## src/rtl/audio_port_pkg.sv

```systemverilog
// Constants for the mono codec serial audio port: register offsets,
// reset values, field positions and encodings.
// Assumes it is compiled before any module that refers to it.
package audio_port_pkg;

  // ==========================================================
  // Register offsets and reset values
  localparam logic [6:0] FMT_ADDR = 7'h04;
  localparam logic [6:0] CMP_ADDR = 7'h05;
  localparam logic [6:0] CLK_ADDR = 7'h06;
  localparam logic [6:0] TSL_ADDR = 7'h3b;
  localparam logic [6:0] PIN_ADDR = 7'h3c;
  localparam logic [8:0] FMT_RST = 9'h050;
  localparam logic [8:0] CMP_RST = 9'h000;
  localparam logic [8:0] CLK_RST = 9'h140;
  localparam logic [8:0] TSL_RST = 9'h000;
  localparam logic [8:0] PIN_RST = 9'h000;

  // ==========================================================
  // Field positions
  localparam int BCLK_POL_BIT = 8;
  localparam int FS_POL_BIT = 7;
  localparam int WORD_LEN_LSB = 5;
  localparam int FORMAT_LSB = 3;
  localparam int DPHS_BIT = 2;
  localparam int APHS_BIT = 1;
  localparam int BYTE_WIDTH_BIT = 5;
  localparam int DCM_LSB = 3;
  localparam int ACM_LSB = 1;
  localparam int MDIV_LSB = 5;
  localparam int BDIV_LSB = 2;
  localparam int CLKOE_BIT = 0;
  localparam int TSEN_BIT = 8;
  localparam int TRI_BIT = 7;
  localparam int MSW_BIT = 5;
  localparam int PE_BIT = 4;
  localparam int PS_BIT = 3;
  localparam int VARIANT_B_BIT = 1;
  localparam int TS9_BIT = 0;

  // ==========================================================
  // Encodings and counts
  localparam logic [1:0] FMT_RJ = 2'h0;
  localparam logic [1:0] FMT_LJ = 2'h1;
  localparam logic [1:0] FMT_I2S = 2'h2;
  localparam logic [1:0] FMT_PCM = 2'h3;
  localparam logic [1:0] CM_MU = 2'h2;
  localparam logic [1:0] CM_A = 2'h3;
  localparam logic [10:0] WL_BYTE = 11'h008;
  localparam int HALF_W = 9;

endpackage : audio_port_pkg

```

## src/rtl/audio_serial_port.sv

```systemverilog
// Serial audio port of a mono voice codec: master/slave clocking,
// framing formats, capture pin control and G.711 companding.
// Assumes pins are synchronous to mclk and registers written on the
// simple register port below.
`timescale 1ns/1ps
`default_nettype none

// Function
// - clock output enable makes port clock master
// - sample rate comes from master clock divider
// - audio only in left slot normally
// - capture pin defaults pulled low, mask configurable
// - format from format field, slot enable, variant
// - all words move most significant bit first
// - right-justified: LSB ends at frame sync fall
// - left-justified: MSB at first edge, high phase
// - I2S: low phase, MSB at second edge
// - PCM A: low phase, MSB at second edge
// - phase bits move data to right phase, or one word later in PCM modes
// - time slot field sets start, zero immediate
// - release edge bit picks falling or rising release in time slot mode
// - separate compand modes for playback and capture
// - linear samples map to sign/exponent/mantissa bytes
// - mu-law inverts all bits, A-law even bits
// - compand byte width forces 8-bit words
module audio_serial_port (
  // Clock and reset
  input wire logic mclk,
  input wire logic rstn,
  // Register port
  input wire logic reg_wr,
  input wire logic [6:0] reg_addr,
  input wire logic [8:0] reg_wdata,
  output logic [8:0] reg_rdata,
  // Clock pins
  input wire logic bclk_in,
  output logic bclk_out,
  output logic bclk_oe_n,
  input wire logic fs_in,
  output logic fs_out,
  output logic fs_oe_n,
  // Data pins
  input wire logic playback_serial_in,
  output logic capture_serial_out,
  output logic capture_oe_n,
  output logic capture_pull_up,
  output logic capture_pull_down,
  // Converter side
  input wire logic [31:0] capture_word,
  output logic capture_take,
  output logic [31:0] playback_word,
  output logic playback_valid,
  output logic sample_tick
);

  // ==========================================================
  // Registers
  logic [8:0] fmt_q, cmp_q, clk_q, tsl_q, pin_q;
  logic [8:0] rd_mux;

  assign rd_mux = (reg_addr == audio_port_pkg::FMT_ADDR) ? fmt_q :
                  (reg_addr == audio_port_pkg::CMP_ADDR) ? cmp_q :
                  (reg_addr == audio_port_pkg::CLK_ADDR) ? clk_q :
                  (reg_addr == audio_port_pkg::TSL_ADDR) ? tsl_q :
                  (reg_addr == audio_port_pkg::PIN_ADDR) ? pin_q : 9'h000;

  always_ff @(posedge mclk or negedge rstn)
  begin
    if (!rstn)
    begin
      fmt_q <= audio_port_pkg::FMT_RST;
      cmp_q <= audio_port_pkg::CMP_RST;
      clk_q <= audio_port_pkg::CLK_RST;
      tsl_q <= audio_port_pkg::TSL_RST;
      pin_q <= audio_port_pkg::PIN_RST;
      reg_rdata <= 9'h000;
    end
    else
    begin
      if (reg_wr && reg_addr == audio_port_pkg::FMT_ADDR) fmt_q <= reg_wdata;
      if (reg_wr && reg_addr == audio_port_pkg::CMP_ADDR) cmp_q <= reg_wdata;
      if (reg_wr && reg_addr == audio_port_pkg::CLK_ADDR) clk_q <= reg_wdata;
      if (reg_wr && reg_addr == audio_port_pkg::TSL_ADDR) tsl_q <= reg_wdata;
      if (reg_wr && reg_addr == audio_port_pkg::PIN_ADDR) pin_q <= reg_wdata;
      reg_rdata <= rd_mux;
    end
  end

  // ==========================================================
  // Field decode
  logic bit_clock_polarity, frame_sync_polarity, dac_phs, adc_phs, compand_byte_width, clkoe;
  logic ts_en, tri_neg, mask_sw, pull_en, pull_up, pcm_variant_b_select;
  logic [1:0] word_length_select, audio_format_select, dac_cm, adc_cm;
  logic [2:0] mdiv, bdiv;
  logic [9:0] timeslot_start;

  assign bit_clock_polarity = fmt_q[audio_port_pkg::BCLK_POL_BIT];
  assign frame_sync_polarity = fmt_q[audio_port_pkg::FS_POL_BIT];
  assign word_length_select = fmt_q[audio_port_pkg::WORD_LEN_LSB +: 2];
  assign audio_format_select = fmt_q[audio_port_pkg::FORMAT_LSB +: 2];
  assign dac_phs = fmt_q[audio_port_pkg::DPHS_BIT];
  assign adc_phs = fmt_q[audio_port_pkg::APHS_BIT];
  assign compand_byte_width = cmp_q[audio_port_pkg::BYTE_WIDTH_BIT];
  assign dac_cm = cmp_q[audio_port_pkg::DCM_LSB +: 2];
  assign adc_cm = cmp_q[audio_port_pkg::ACM_LSB +: 2];
  assign mdiv = clk_q[audio_port_pkg::MDIV_LSB +: 3];
  assign bdiv = clk_q[audio_port_pkg::BDIV_LSB +: 3];
  assign clkoe = clk_q[audio_port_pkg::CLKOE_BIT];
  assign ts_en = pin_q[audio_port_pkg::TSEN_BIT];
  assign tri_neg = pin_q[audio_port_pkg::TRI_BIT];
  assign mask_sw = pin_q[audio_port_pkg::MSW_BIT];
  assign pull_en = pin_q[audio_port_pkg::PE_BIT];
  assign pull_up = pin_q[audio_port_pkg::PS_BIT];
  assign pcm_variant_b_select = pin_q[audio_port_pkg::VARIANT_B_BIT];
  assign timeslot_start = {pin_q[audio_port_pkg::TS9_BIT], tsl_q};

  // ==========================================================
  // Internal clock: half-ticks of the internal master clock, 512 per frame
  logic [2:0] dv_q;
  logic [audio_port_pkg::HALF_W-1:0] h_q;
  logic tick;

  assign tick = (dv_q == mdiv);

  always_ff @(posedge mclk or negedge rstn)
  begin
    if (!rstn)
    begin
      dv_q <= 3'h0;
      h_q <= '0;
      sample_tick <= 1'b0;
      bclk_out <= 1'b0;
      fs_out <= 1'b0;
      bclk_oe_n <= 1'b1;
      fs_oe_n <= 1'b1;
    end
    else
    begin
      dv_q <= tick ? 3'h0 : 3'(dv_q + 3'h1);
      h_q <= h_q + {8'h00, tick};
      sample_tick <= tick && (&h_q);
      bclk_out <= h_q[bdiv];
      fs_out <= ~h_q[audio_port_pkg::HALF_W-1] ^ frame_sync_polarity;
      bclk_oe_n <= ~clkoe;
      fs_oe_n <= ~clkoe;
    end
  end

  // ==========================================================
  // Edge detection and frame tracking
  logic b_eff, b_eff_q, fs_eff, phase_q, rise_ev, fall_ev, new_ph;
  logic [10:0] cnt_q, half_len_q, idx_now;

  assign b_eff = (clkoe ? bclk_out : bclk_in) ^ bit_clock_polarity;
  assign fs_eff = (clkoe ? fs_out : fs_in) ^ frame_sync_polarity;
  assign rise_ev = b_eff && !b_eff_q;
  assign fall_ev = !b_eff && b_eff_q;
  assign new_ph = (fs_eff != phase_q);
  assign idx_now = new_ph ? 11'h000 : cnt_q;

  always_ff @(posedge mclk or negedge rstn)
  begin
    if (!rstn)
    begin
      b_eff_q <= 1'b0;
      phase_q <= 1'b0;
      cnt_q <= 11'h000;
      half_len_q <= 11'h000;
    end
    else
    begin
      b_eff_q <= b_eff;
      if (rise_ev)
      begin
        phase_q <= fs_eff;
        cnt_q <= idx_now + 11'h001;
        if (new_ph) half_len_q <= cnt_q;
      end
    end
  end

  // ==========================================================
  // Format, word length and slot placement
  logic is_pcm, ts, pcm_b, act, same_ph;
  logic [10:0] wl11, base;

  assign is_pcm = (audio_format_select == audio_port_pkg::FMT_PCM);
  assign ts = is_pcm && ts_en;
  assign pcm_b = (audio_format_select == audio_port_pkg::FMT_RJ) && pcm_variant_b_select;
  assign act = !pcm_b && (audio_format_select == audio_port_pkg::FMT_RJ ||
                          audio_format_select == audio_port_pkg::FMT_LJ);
  assign same_ph = is_pcm || pcm_b;
  assign wl11 = compand_byte_width ? audio_port_pkg::WL_BYTE :
                (word_length_select == 2'h0) ? 11'd16 : (word_length_select == 2'h1) ? 11'd20 :
                (word_length_select == 2'h2) ? 11'd24 : 11'd32;
  assign base = ts ? {1'b0, timeslot_start} :
                pcm_b ? 11'h000 :
                (audio_format_select == audio_port_pkg::FMT_LJ) ? 11'h000 :
                (audio_format_select == audio_port_pkg::FMT_RJ) ?
                  ((half_len_q > wl11) ? half_len_q - wl11 : 11'h000) :
                11'h001;

  // Returns hit flag and bit position from the MSB for one direction.
  // All format state arrives as arguments, so a continuous assignment that calls it follows every change.
  function automatic logic [11:0] word_pos(input logic ph, input logic [10:0] idx, input logic right,
                                           input logic [10:0] b0, input logic [10:0] wl, input logic a,
                                           input logic sp);
    logic [10:0] st;
    logic want;
    begin
      st = (right && sp) ? 11'(b0 + wl) : b0;
      want = (right && !sp) ? ~a : a;
      word_pos = {(ph == want) && (idx >= st) && (idx < 11'(st + wl)), 11'(idx - st)};
    end
  endfunction : word_pos

  // ==========================================================
  // G.711 compander
  function automatic logic [7:0] mu_enc(input logic [12:0] x);
    logic [12:0] mag;
    logic [13:0] b;
    logic [13:0] sh;
    logic [2:0] e;
    begin
      mag = x[12] ? 13'(~x + 13'h1) : x;
      b = {1'b0, mag} + 14'h21;
      if (b > 14'h1fff) b = 14'h1fff;
      e = 3'h0;
      for (int i = 1; i < 8; i++) if (b[i + 5]) e = 3'(i);
      sh = b >> ({1'b0, e} + 4'h1);
      mu_enc = ~{x[12], e, sh[3:0]};
    end
  endfunction : mu_enc

  function automatic logic [7:0] a_enc(input logic [11:0] x);
    logic [11:0] mag;
    logic [11:0] sh;
    logic [2:0] e;
    begin
      mag = x[11] ? 12'(~x + 12'h1) : x;
      if (mag > 12'h7ff) mag = 12'h7ff;
      e = 3'h0;
      for (int i = 1; i < 8; i++) if (mag[i + 3]) e = 3'(i);
      sh = (e == 3'h0) ? mag : mag >> (e - 3'h1);
      a_enc = {~x[11], e, sh[3:0]} ^ 8'h55;
    end
  endfunction : a_enc

  function automatic logic [12:0] mu_dec(input logic [7:0] c);
    logic [7:0] v;
    logic [13:0] t;
    begin
      v = ~c;
      t = (14'({1'b1, v[3:0], 1'b1}) << v[6:4]) - 14'h21;
      mu_dec = v[7] ? 13'(~t[12:0] + 13'h1) : t[12:0];
    end
  endfunction : mu_dec

  function automatic logic [11:0] a_dec(input logic [7:0] c);
    logic [7:0] v;
    logic [11:0] t;
    begin
      v = c ^ 8'h55;
      t = (v[6:4] == 3'h0) ? {8'h00, v[3:0]} : 12'({1'b1, v[3:0]}) << (v[6:4] - 3'h1);
      a_dec = v[7] ? t : 12'(~t + 12'h1);
    end
  endfunction : a_dec

  logic [31:0] cap_src, play_src, rx_q;

  assign cap_src = (adc_cm == audio_port_pkg::CM_MU) ? {mu_enc(capture_word[31:19]), 24'h000000} :
                   (adc_cm == audio_port_pkg::CM_A) ? {a_enc(capture_word[31:20]), 24'h000000} :
                   capture_word;
  assign play_src = (dac_cm == audio_port_pkg::CM_MU) ? {mu_dec(rx_q[31:24]), 19'h00000} :
                    (dac_cm == audio_port_pkg::CM_A) ? {a_dec(rx_q[31:24]), 20'h00000} :
                    rx_q;

  // ==========================================================
  // Capture transmitter: changes on falling edges, MSB first
  logic [11:0] tx;
  logic tx_hit, tx_drv_q, tx_hold_q, tx_bit_q;
  logic [10:0] tx_pos;
  logic [31:0] tx_word_q;

  assign tx = word_pos(fs_eff, idx_now, adc_phs, base, wl11, act, same_ph);
  assign tx_hit = tx[11];
  assign tx_pos = tx[10:0];

  always_ff @(posedge mclk or negedge rstn)
  begin
    if (!rstn)
    begin
      tx_drv_q <= 1'b0;
      tx_hold_q <= 1'b0;
      tx_bit_q <= 1'b0;
      tx_word_q <= 32'h00000000;
      capture_take <= 1'b0;
    end
    else
    begin
      capture_take <= fall_ev && tx_hit && tx_pos == 11'h000;
      if (fall_ev)
      begin
        if (tx_hit)
        begin
          tx_drv_q <= 1'b1;
          tx_hold_q <= 1'b0;
          tx_bit_q <= (tx_pos == 11'h000) ? cap_src[31] : tx_word_q[~tx_pos[4:0]];
          if (tx_pos == 11'h000) tx_word_q <= cap_src;
        end
        else if (tx_drv_q && ts && !tri_neg)
          tx_hold_q <= 1'b1;
        else
          tx_drv_q <= 1'b0;
      end
      else if (rise_ev && tx_hold_q)
      begin
        tx_drv_q <= 1'b0;
        tx_hold_q <= 1'b0;
      end
    end
  end

  // ==========================================================
  // Capture pin: mask forces a state, otherwise data, or an idle pull-down while pull enable is clear
  always_ff @(posedge mclk or negedge rstn)
  begin
    if (!rstn)
    begin
      capture_serial_out <= 1'b0;
      capture_oe_n <= 1'b1;
      capture_pull_up <= 1'b0;
      capture_pull_down <= 1'b1;
    end
    else
    begin
      capture_serial_out <= mask_sw ? pull_up : tx_bit_q;
      capture_oe_n <= mask_sw ? pull_en : !tx_drv_q;
      capture_pull_up <= mask_sw && pull_en && pull_up;
      capture_pull_down <= mask_sw ? (pull_en && !pull_up) : (!tx_drv_q && !pull_en);
    end
  end

  // ==========================================================
  // Playback receiver: samples on rising edges
  logic [11:0] rx;
  logic rx_done_q;

  assign rx = word_pos(fs_eff, idx_now, dac_phs, base, wl11, act, same_ph);

  always_ff @(posedge mclk or negedge rstn)
  begin
    if (!rstn)
    begin
      rx_q <= 32'h00000000;
      rx_done_q <= 1'b0;
      playback_word <= 32'h00000000;
      playback_valid <= 1'b0;
    end
    else
    begin
      rx_done_q <= rise_ev && rx[11] && rx[10:0] == wl11 - 11'h001;
      if (rise_ev && rx[11])
      begin
        if (rx[10:0] == 11'h000) rx_q <= {playback_serial_in, 31'h00000000};
        else rx_q[~rx[4:0]] <= playback_serial_in;
      end
      playback_valid <= rx_done_q;
      if (rx_done_q) playback_word <= play_src;
    end
  end
endmodule : audio_serial_port

`default_nettype wire

```

## config.mk

```make
export PLATFORM = sky130hd
export DESIGN_NAME = audio_serial_port
export DESIGN_NICKNAME = d
export VERILOG_FILES = /design/src/rtl/audio_port_pkg.sv /design/src/rtl/audio_serial_port.sv
export SDC_FILE = /design/constraint.sdc
export NUM_CORES = 1
export LEC_CHECK = 0
export CORE_MARGIN = 2
export CORE_UTILIZATION = 65
export CTS_BUF_LIST = sky130_fd_sc_hd__clkbuf_4 sky130_fd_sc_hd__clkbuf_8
export DETAILED_ROUTE_END_ITERATION = 16
export DONT_BUFFER_PORTS = 1
export PLACE_DENSITY = 0.88
export SLEW_MARGIN = 20
export SYNTH_ARGS = -nofsm -noshare
export SYNTH_HDL_FRONTEND = slang
export SYNTH_SLANG_ARGS = --single-unit
export TNS_END_PERCENT = 1
```

## constraint.sdc

```tcl
create_clock -name mclk -period 15.15 [get_ports mclk]
set_input_delay 1.515 -clock mclk [delete_from_list [all_inputs] [get_ports mclk]]
set_output_delay 1.515 -clock mclk [all_outputs]
set_load 0.01 [all_outputs]
```

======== Word level (Yosys, flattened, before mapping) ========
Cells that the tools add are included.
W data, S select, Z words.
storage, ports and cells
  bits in registers ....................... 200
  bits of input ports ..................... 54
  output and inout port bits .............. 52
operators by class
  add/sub/neg operators ................... 19
  magnitude comparators ................... 11
  equality and inequality tests ........... 20
  shift operators ......................... 4
  mux-type cells .......................... 67
  bitwise operators ....................... 17
  reduce and logical (&&, ||, !) cells .... 54
operators by type and width
  kind                     count
  $mux W32                 5
  $mux W11                 8
  $mux W12                 4
  $mux W9                  5
  $mux W3                  12
  $add A11 B6 Y11          3
  $bwmux W32               1
  $logic_and A1 B1 Y1      31
  $add A13 B1 Y13 const B  2
  $mux W13                 2
  $not A13 Y13             2
  $add A12 B1 Y12 const B  2
  $mux W6                  4
  $not A12 Y12             2
  $ge A11 B11 Y1           2
  $logic_not A11 Y1        2
  $lt A11 B11 Y1           2
  $sub A11 B11 Y11         2
  $eq A7 B3 Y1 const B     3
  $mux W1                  20
  $not A8 Y8               2
  $add A13 B6 Y14 const B  1
  $eq A7 B6 Y1 const B     2
  $gt A14 B13 Y1 const B   1
  43 further kinds         72

======== Longest topological paths before layout ========
Gate-level depths: netlist of the first run.
  depth in word-level cells ............... 21
  depth in mapped cells ................... 31
  gate-level depth less buffers ........... 29

======== Least setup slack after synthesis of the first run ========
OpenSTA, ideal clock, no wires.
  path kind ............................... register -> register
  start ................................... register fmt_q[5]
  end ..................................... register rx_q[25]
  arrival ................................. 6.266 ns
  data required time ...................... 15.012 ns
  setup slack ............................. 8.746 ns
  cell stages (with the launch flop) ...... 31
  buffers on the path ..................... 2
  cells stage by stage .................... dfrtp_1 -> inv_1 -> a21oi_1 -> ha_1 -> nor2b_1 -> o21ai_0 -> a21oi_2 -> o32ai_1 -> a2111oi_1 -> a22o_1 -> ha_1 -> a21o_1 -> a21oi_1 -> xnor2_1 -> mux2_2 -> ha_1 -> o21ai_0 -> nand2b_1 -> nand2_1 -> nor4_1 -> xor2_1 -> ha_1 -> a21oi_1 -> o211ai_1 -> nor2_1 -> o21a_1 -> or4b_1 -> clkbuf_1 -> clkbuf_1 -> o21ai_0 -> o22ai_1
between the ends
  cells in the longest elaborated chain, start to end .. 21
  elaborated cells on any way between the ends .. 32
  classes of those cells .................. add/sub: 4; order compare: 5; eq/ne: 2; mux: 14; bitwise: 1; reduce/logical: 6
RTL lines
  element                                                             line                      source
  start: declaration                                                  audio_serial_port.sv:58   logic [8:0] fmt_q, cmp_q, clk_q, tsl_q, pin_q;
  start signal: assignment                                            audio_serial_port.sv:71   fmt_q <= audio_port_pkg::FMT_RST;
  start signal: assignment                                            audio_serial_port.sv:80   if (reg_wr && reg_addr == audio_port_pkg::FMT_ADDR) fmt_q <= reg_wdata;
  $eq A2 B2 Y1                                                        audio_serial_port.sv:195  (word_length_select == 2'h2) ? 11'd24 : 11'd32;
  $mux W6                                                             audio_serial_port.sv:195
  $mux W6                                                             audio_serial_port.sv:194  (word_length_select == 2'h0) ? 11'd16 : (word_length_select == 2'h1) ? 11'd20 :
  $mux W6 (*)                                                         audio_serial_port.sv:194
  $mux W6 (*)                                                         audio_serial_port.sv:193  assign wl11 = compand_byte_width ? audio_port_pkg::WL_BYTE :
  $sub A11 B6 Y11 or $gt A11 B6 Y1 (tied branches)                    audio_serial_port.sv:200  ((half_len_q > wl11) ? half_len_q - wl11 : 11'h000) :
  $mux W11                                                            audio_serial_port.sv:200
  $mux W11                                                            audio_serial_port.sv:199  (audio_format_select == audio_port_pkg::FMT_RJ) ?
  [5 not listed]                                                      n/a
  $sub A11 B11 Y11                                                    audio_serial_port.sv:213  word_pos = {(ph == want) && (idx >= st) && (idx < 11'(st + wl)), 11'(idx - st)};
  $not A5 Y5                                                          audio_serial_port.sv:366  else rx_q[~rx[4:0]] <= playback_serial_in;
  $lt A5 B6 Y1 (not written as such) or $ge A5 B1 Y1 (tied branches)  audio_serial_port.sv:366
  $logic_and A1 B1 Y1 (not written as such)                           audio_serial_port.sv:366
  $mux W1 (not written as such)                                       audio_serial_port.sv:366
  $demux W1 S5                                                        audio_serial_port.sv:366
  $bwmux W32                                                          audio_serial_port.sv:366
  $mux W32                                                            audio_serial_port.sv:365  if (rx[10:0] == 11'h000) rx_q <= {playback_serial_in, 31'h00000000};
  end signal: assignment                                              audio_serial_port.sv:365
  end signal: indexed assignment                                      audio_serial_port.sv:366
  end: declaration                                                    audio_serial_port.sv:269  logic [31:0] cap_src, play_src, rx_q;
Mark *: on every way between the ends. The rest lies on a longest branch, timed or not.
A chain may end at the register's enable or synchronous reset.

======== Worst setup path after layout of the first run ========
  start ................................... register cmp_q[5]
  end ..................................... register rx_q[7]
between the ends
  cells in the longest elaborated chain, start to end .. 17
  elaborated cells on any way between the ends .. 26
  classes of those cells .................. add/sub: 4; order compare: 5; mux: 11; bitwise: 1; reduce/logical: 5
RTL lines
  element                                                             line                      source
  start: declaration                                                  audio_serial_port.sv:58
  start signal: assignment                                            audio_serial_port.sv:72   cmp_q <= audio_port_pkg::CMP_RST;
  start signal: assignment                                            audio_serial_port.sv:81   if (reg_wr && reg_addr == audio_port_pkg::CMP_ADDR) cmp_q <= reg_wdata;
  $mux W6 (*)                                                         audio_serial_port.sv:193
  $sub A11 B6 Y11 or $gt A11 B6 Y1 (tied branches)                    audio_serial_port.sv:200
  $mux W11                                                            audio_serial_port.sv:200
  $mux W11                                                            audio_serial_port.sv:199
  $mux W11                                                            audio_serial_port.sv:198  (audio_format_select == audio_port_pkg::FMT_LJ) ? 11'h000 :
  $mux W11                                                            audio_serial_port.sv:197  pcm_b ? 11'h000 :
  $mux W11                                                            audio_serial_port.sv:196  assign base = ts ? {1'b0, timeslot_start} :
  $add A11 B6 Y11                                                     audio_serial_port.sv:211  st = (right && sp) ? 11'(b0 + wl) : b0;
  $mux W11                                                            audio_serial_port.sv:211
  $sub A11 B11 Y11                                                    audio_serial_port.sv:213
  $not A5 Y5                                                          audio_serial_port.sv:366
  $lt A5 B6 Y1 (not written as such) or $ge A5 B1 Y1 (tied branches)  audio_serial_port.sv:366
  $logic_and A1 B1 Y1 (not written as such)                           audio_serial_port.sv:366
  $mux W1 (not written as such)                                       audio_serial_port.sv:366
  $demux W1 S5                                                        audio_serial_port.sv:366
  $bwmux W32                                                          audio_serial_port.sv:366
  $mux W32                                                            audio_serial_port.sv:365
Marks and branches as above.

==> impl_metrics.ini, run 1 <==
[hold_path]
timing.hold.worst_path_depth = 1
path_type_of_the_worst_min_delay_path = reg -> reg

[clock_tree]
clock_latency_ns = 0.49
clock_sinks = 200
cts_tree = built
clk_root_buffer_cell = clkbuf_8
post_cts_buffers = 0
cts_max_level = 4
cts-hold-fix-buffers = 0
post_cts_resized = 0
tritoncts_buffers = 17
clock_path_buffers = 2
cts.clk_slew.worst_paths_ns = 0.11

[final_layout]
insertedDiodeCount = 0
area_delta_synth_final_pct = 3.30
multiInputGateArea_um2 = 9440
finalNetCount = 1803
fillerInstances = 1843
regArea_um2 = 5020
final_layout_size_suffix_gt1_frac = 0.107

[floorplan]
fp.dieH_um = 157
initial_cell_density_of_the_core = 0.656
io_pins = 106
num_rows = 56
design.core.area_um2 = 23300
die_width_um = 157
dieArea_um2 = 24700

[pwr]
irDropWorstVdd_mv = 0.0829
p_sw_mw = 0.979
leakagePower_nw = 6.64
share_seq_of_total_power = 0.339
total_chip_power_mw = 2.21
power.density_cell_area_nw_per_um2 = 140
share_clk_of_total_power = 0.156
intPower_mw = 1.24
combPwrFrac = 0.506
netSwitchingFraction = 0.442

[setup_path]
cp_max_fo = 31
critPathBufInv = 0
worst_path_largest_cell_delay_ns = 0.87
critPathSlowestCell = and2_1
ff2ff_path_depth = 25
worstSetupPathType = reg -> reg
critical_path.startpoint_type = register
crit_top_cell = ha_1
worst_setup_path_end_kind = register
worst_path_dominant_cell_family = compound AO/OA/AOI/OAI gates
worst-path-stages = 25
cp.required_ns = 15.46
critical_path_arrival_ns = 8.20

[global_route]
track_usage = 0.313
grt_pass1_vias = 12800
gr-total-overflow = 0
grt_max_degree = 201
antenna_found_initial = 0
first_pass_grt_wire_length_um = 62700

[flow_run]
max_cap_violations = 0

[sta]
slew_headroom = 0.321
hold_viol = 0
finalSetupViolations = 0
clock-skew-final_ns = 0.0210
slew_violations = 0
measured_slew_at_the_worst_slew_check_pin_ns = 1.02
period_share = 0.521
max_clock_freq_mhz = 127
final_period_minus_worst_setup_slack_ns = 7.89
setup_tns_ns = 0
worst_slack_ns = 7.26
grt_setup_unrepaired = false

[logic_synthesis]
gate_count_of_the_mapped_netlist = 1738
postSynthRegisterBits = 200
synth_top_cell_area_share = 0.316
synth-main-ff-cell = dfrtp_1
synth-seq-area-share = 0.329
syn-mean-instance-area_um2 = 8.78
ys_warn_count = 0
synth_edf_count = 0
yosys.cell_count.top_type = dfrtp_1
syn_area_um2 = 15300
yosys.cell_types.count = 101
synth.top_cells.by_count = 193 x dfrtp_1, 161 x nand2_1, 150 x o21ai_0
asyncSetResetFlopFracSynth = 1.00
syn-num-nets = 1868
post_synth_main_area_contributors = dfrtp_1 32%, ha_1 5.8%, mux2_2 5.1%
synth_top_cell_by_area = dfrtp_1

[route]
wl_met3_um = 2640
met1_length_um = 16000
antenna_left = 0
drt_wl_total_um = 38700
route.detailed.vias_per_inst = 6.58
vias_after_detailed_routing = 13200
drtIter0Drc = 1303
post-route-drc-count = 0
route.met2.wl_um = 18800
max_used_layer = met4
detail_route.wl_per_cell_um = 19.3
detail_route.first_pass.iterations = 6

[status]
outcome = finished clean

[placed_design]
io_buffers = 0
finalWeightedCongestion = 1.03
placement.setup.worst_slack_ns = 7.37
dp_hpwl_um = 28000
==> worst reg2reg max path, delay by kind of cell (launching register included) <==
family / cells / cell delay, ns
muxes: 1 / 0.30
AOI/OAI and AO/OA: 11 / 3.39
DFF: 1 / 0.48
xor gates and xnor gates: 2 / 0.33
and+or+nand+nor: 7 / 2.09
adders and majority gates: 4 / 1.13
==> placed cells by master (no fill, tap or decap), drive strengths merged, types with 53 or more instances in the layout <==
cell / n
mux2: 70
o21ai: 159
dfrtp: 193
ha: 71
nand2: 162
xnor2: 80
nor3: 53
a21oi: 73
nor2: 103
inv: 124
==> cell type report <==
class,count,share of cell area
Clock buffer,19,0.0162
Timing Repair Buffer,7,0.00413
Multi-Input combinational cell,1330,0.599
Clock inverter,13,0.00937
Inverter,117,0.0279
Tap cell,319,0.0253
Sequential cell,200,0.318
==> per-layer routing <==
| metal | vias up | track usage |
|---|---|---|
| met5 | - | 0 |
| met4 | 0 | 0.132 |
| met3 | 104 | 0.0545 |
| met2 | 607 | 0.527 |
| met1 | 6349 | 0.399 |
| li1 | 6130 | - |
==> through the flow <==
stage / instances / cell area [um^2] / util / hold slack, ns
CTS: 2004 / 15700 / 0.676 / 0.497
global route: 2005 / 15800 / 0.678 / 0.515
floorplan: 1738 / 15300 / - / 0.352
finish: 2005 / 15800 / 0.678 / 0.490
global placement: 1972 / 15300 / 0.659 / 0.476
detailed placement: 1972 / 15300 / 0.659 / 0.479
==> power by group through the flow <==
stage / Combinational (mW) / Sequential (mW) / Clock, mW
detailed placement: 1.09 / 0.755 / 0
floorplan: 0.896 / 0.698 / 0
global route: 1.23 / 0.760 / 0.369
global placement: 1.06 / 0.748 / 0
finish: 1.12 / 0.750 / 0.345
CTS: 1.10 / 0.745 / 0.350
==> cell families after synthesis <==
kind of cell	after synthesis	share of synthesized area
compound gates	450	0.197
xor+xnor	114	0.0674
fa+ha+maj	76	0.0648
buf+inv	208	0.0547
flops	200	0.329
mux	108	0.0883
simple gates	582	0.199
==> state kept, by name, summed over array words and instances (netlist names), 3 cells and up <==
name           count
h_q                9
cnt_q             11
half_len_q        11
playback_word     32
tx_word_q         32
fmt_q              9
rx_q              32
pin_q              9
dv_q               3
reg_rdata          9
clk_q              9
cmp_q              9
tsl_q              9
==> path summary, 6_finish.rpt <==
| path | from | slack [ns] | end |
|---|---|---|---|
| setup / recovery | cmp_q[5] | 7.26 | rx_q[7] |
| hold / removal | dv_q[0] | 0.49 | dv_q[0] |
| setup reg to reg | cmp_q[5] | 7.26 | rx_q[7] |
| hold reg to reg | dv_q[0] | 0.49 | dv_q[0] |
| max in group asynchronous | rstn | 14.09 | fs_oe_n |
| min in group asynchronous | rstn | 0.71 | playback_word[8] |
Note: power is estimated with default switching activity, not from simulation.
==> inputs of run 2 (changes only) <==
--- a/config.mk
+++ b/config.mk
@@ -6,11 +6,11 @@
 export NUM_CORES = 1
 export LEC_CHECK = 0
 export CORE_MARGIN = 2
-export CORE_UTILIZATION = 65
+export CORE_UTILIZATION = 61
 export CTS_BUF_LIST = sky130_fd_sc_hd__clkbuf_4 sky130_fd_sc_hd__clkbuf_8
 export DETAILED_ROUTE_END_ITERATION = 16
 export DONT_BUFFER_PORTS = 1
-export PLACE_DENSITY = 0.88
+export PLACE_DENSITY = 0.87
 export SLEW_MARGIN = 20
 export SYNTH_ARGS = -nofsm -noshare
 export SYNTH_HDL_FRONTEND = slang
==> constraint.sdc (replaced) <==
create_clock -name mclk -period 6.9 [get_ports mclk]
set_input_delay 0.69 -clock mclk [delete_from_list [all_inputs] [get_ports mclk]]
set_output_delay 0.69 -clock mclk [all_outputs]
set_load 0.01 [all_outputs]
==> run 2 against run 1 <==
  * Sequential cell count unchanged
  * Via count about the same
  * Register-to-register slack got worse by 7.0 ns
  * Worst hold slack got worse by 0.46 ns
  * Wire length is 1.0% higher
  * Global-route usage down 1.6 points
  * Setup slack worse by 7.0 ns
  * Non-clock buffer count increased by 15
  * Final area grew 1.4%
  * Fmax increased by 18%
  * Largest power group unchanged
  * Critical path depth grew 1
==> impl_metrics.ini, run 2 (synthesized netlist as in run 1, its figures left out) <==
[status]
outcome = finished clean

[setup_path]
worstSetupPathType = reg -> reg
timing_endpoint_of_the_critical_path = tx_word_q[21]
ff2ff_path_depth = 26
critPathBufInv = 2
critPathSlowestCell = a2111o_1
cp_max_fo = 8
worst_path_largest_cell_delay_ns = 0.54
critical_path_arrival_ns = 7.06
cp.required_ns = 7.28
cp-startpoint = cmp_q[5]
critical_path.startpoint_type = register
worst-path-stages = 26
crit_top_cell = ha_1
worst_path_dominant_cell_family = compound AO/OA/AOI/OAI gates
reg2reg_from = cmp_q[5]
critical_path.reg2reg.endpoint = tx_word_q[21]
worst_setup_path_end_kind = register
ff2ff_setup_slack_ns = 0.22

[route]
drtIter0Drc = 1396
route.detailed.vias_per_inst = 6.51
vias_after_detailed_routing = 13200
post-route-drc-count = 0
detail_route.first_pass.iterations = 8
detail_route.wl_per_cell_um = 19.3
antenna_left = 0
drt_wl_total_um = 39100

[placed_design]
post-place-cells = 1983
finalWeightedCongestion = 0.984
dp_hpwl_um = 27800
io_buffers = 0

[sta]
slew_violations = 0
measured_slew_at_the_worst_slew_check_pin_ns = 1.05
hold_viol = 0
finalSetupViolations = 0
max_clock_freq_mhz = 150
slew_headroom = 0.299
clock-skew-final_ns = 0.0157
final_period_minus_worst_setup_slack_ns = 6.68
period_share = 0.969

[final_layout]
final-instance-count-excl-fill = 2025
regArea_um2 = 5020
area_delta_synth_final_pct = 4.78
most_frequent_cells_in_the_layout = 190 x dfrtp_1, 161 x nand2_1, 146 x o21ai_0
mostFrequentLayoutCell = dfrtp_1
insertedDiodeCount = 0
final_layout_size_suffix_gt1_frac = 0.121
layout_top_registers = playback_word: 32 flops, rx_q: 32 flops, tx_word_q: 32 flops
fillerInstances = 1934
multiInputGateArea_um2 = 9500
finalNetCount = 1818
layout.core_utilization = 0.654

[hold_path]
path_type_of_the_worst_min_delay_path = in -> async

[clock_tree]
cts_max_level = 4
tritoncts_buffers = 17
clock_path_buffers = 2
clock_latency_ns = 0.49
clock_sinks = 200
cts_tree = built
clk_root_buffer_cell = clkbuf_8
cts.clk_slew.worst_paths_ns = 0.12

[global_route]
antenna_found_initial = 0
gr-total-overflow = 0
grt_max_degree = 194
first_pass_grt_wire_length_um = 63700
track_usage = 0.297
grt_pass1_vias = 12700

[floorplan]
fp.dieH_um = 162
num_rows = 57
dieArea_um2 = 26300
initial_cell_density_of_the_core = 0.624
design.core.area_um2 = 24500
io_pins = 106
die_width_um = 162

[pwr]
share_clk_of_total_power = 0.162
netSwitchingFraction = 0.446
total_chip_power_mw = 4.92
combPwrFrac = 0.500
p_sw_mw = 2.19
share_seq_of_total_power = 0.338
intPower_mw = 2.73
power.density_cell_area_nw_per_um2 = 308
leakagePower_nw = 6.75
irDropWorstVdd_mv = 0.171

[flow_run]
max_cap_violations = 0
run 2: worst min path at each step:
| stage | start | end | slack [ns] |
|---|---|---|---|
| after floorplan | rx_done_q | playback_valid | 0.35 |
| after global placement | rstn | playback_word[8] | 0.40 |
| after detailed placement | rstn | playback_word[8] | 0.40 |
| after CTS | rstn | clk_q[6] | 0.003 |
| after global routing | rstn | fmt_q[6] | 0.005 |
| final | rstn | clk_q[6] | 0.03 |
run 2: through the flow:
step / setup WS [ns] / area [um^2] / hold slack (ns) / setup TNS (ns)
floorplan: 0.496 / 15300 / 0.352 / 0
global placement: 0.247 / 15400 / 0.399 / 0
detailed placement: -0.138 / 15400 / 0.399 / -0.602
CTS: 0.0167 / 15800 / 0.00291 / 0
global route: -0.0897 / 16000 / 0.00539 / -1.63
finish: 0.216 / 16000 / 0.0332 / 0
run 2: routing by layer:
metal / vias up / share of wire / wire (um) / GRT usage
met3: 101 / 0.068 / 2650 / 0.0414
met1: 6351 / 0.41 / 15900 / 0.391
met5: - / 0 / 0 / 0
met2: 578 / 0.50 / 19400 / 0.502
li1: 6154 / - / - / -
met4: 0 / 0.029 / 1140 / 0.110
run 2: layout make-up:
class                   instances  share of cell area
clock buffers                  17              0.0146
clock inverters                15              0.0124
inverters                     117              0.0275
multi-input cells            1330               0.594
flip-flops and latches        200               0.314
well taps                     324              0.0254
repair buffers                 22              0.0124
run 2: power groups by stage:
stage               Combinational (mW)  Clock [mW]  Sequential [mW]
detailed placement                2.35           0             1.67
global placement                  2.29           0             1.66
floorplan                         1.97           0             1.53
CTS                               2.39       0.810             1.65
finish                            2.46       0.798             1.66
global route                      2.72       0.860             1.69
run 2: repair_timing:
| action | in CTS | in global routing |
|---|---|---|
| resized for setup | 1 | 16 |
| pin swaps | 0 | 3 |
| setup buffers | 0 | 9 |
| hold buffers | 1 | 0 |
| hold endpoints to repair | 193 | 0 |
| endpoints found under the setup margin | 24 | 68 |
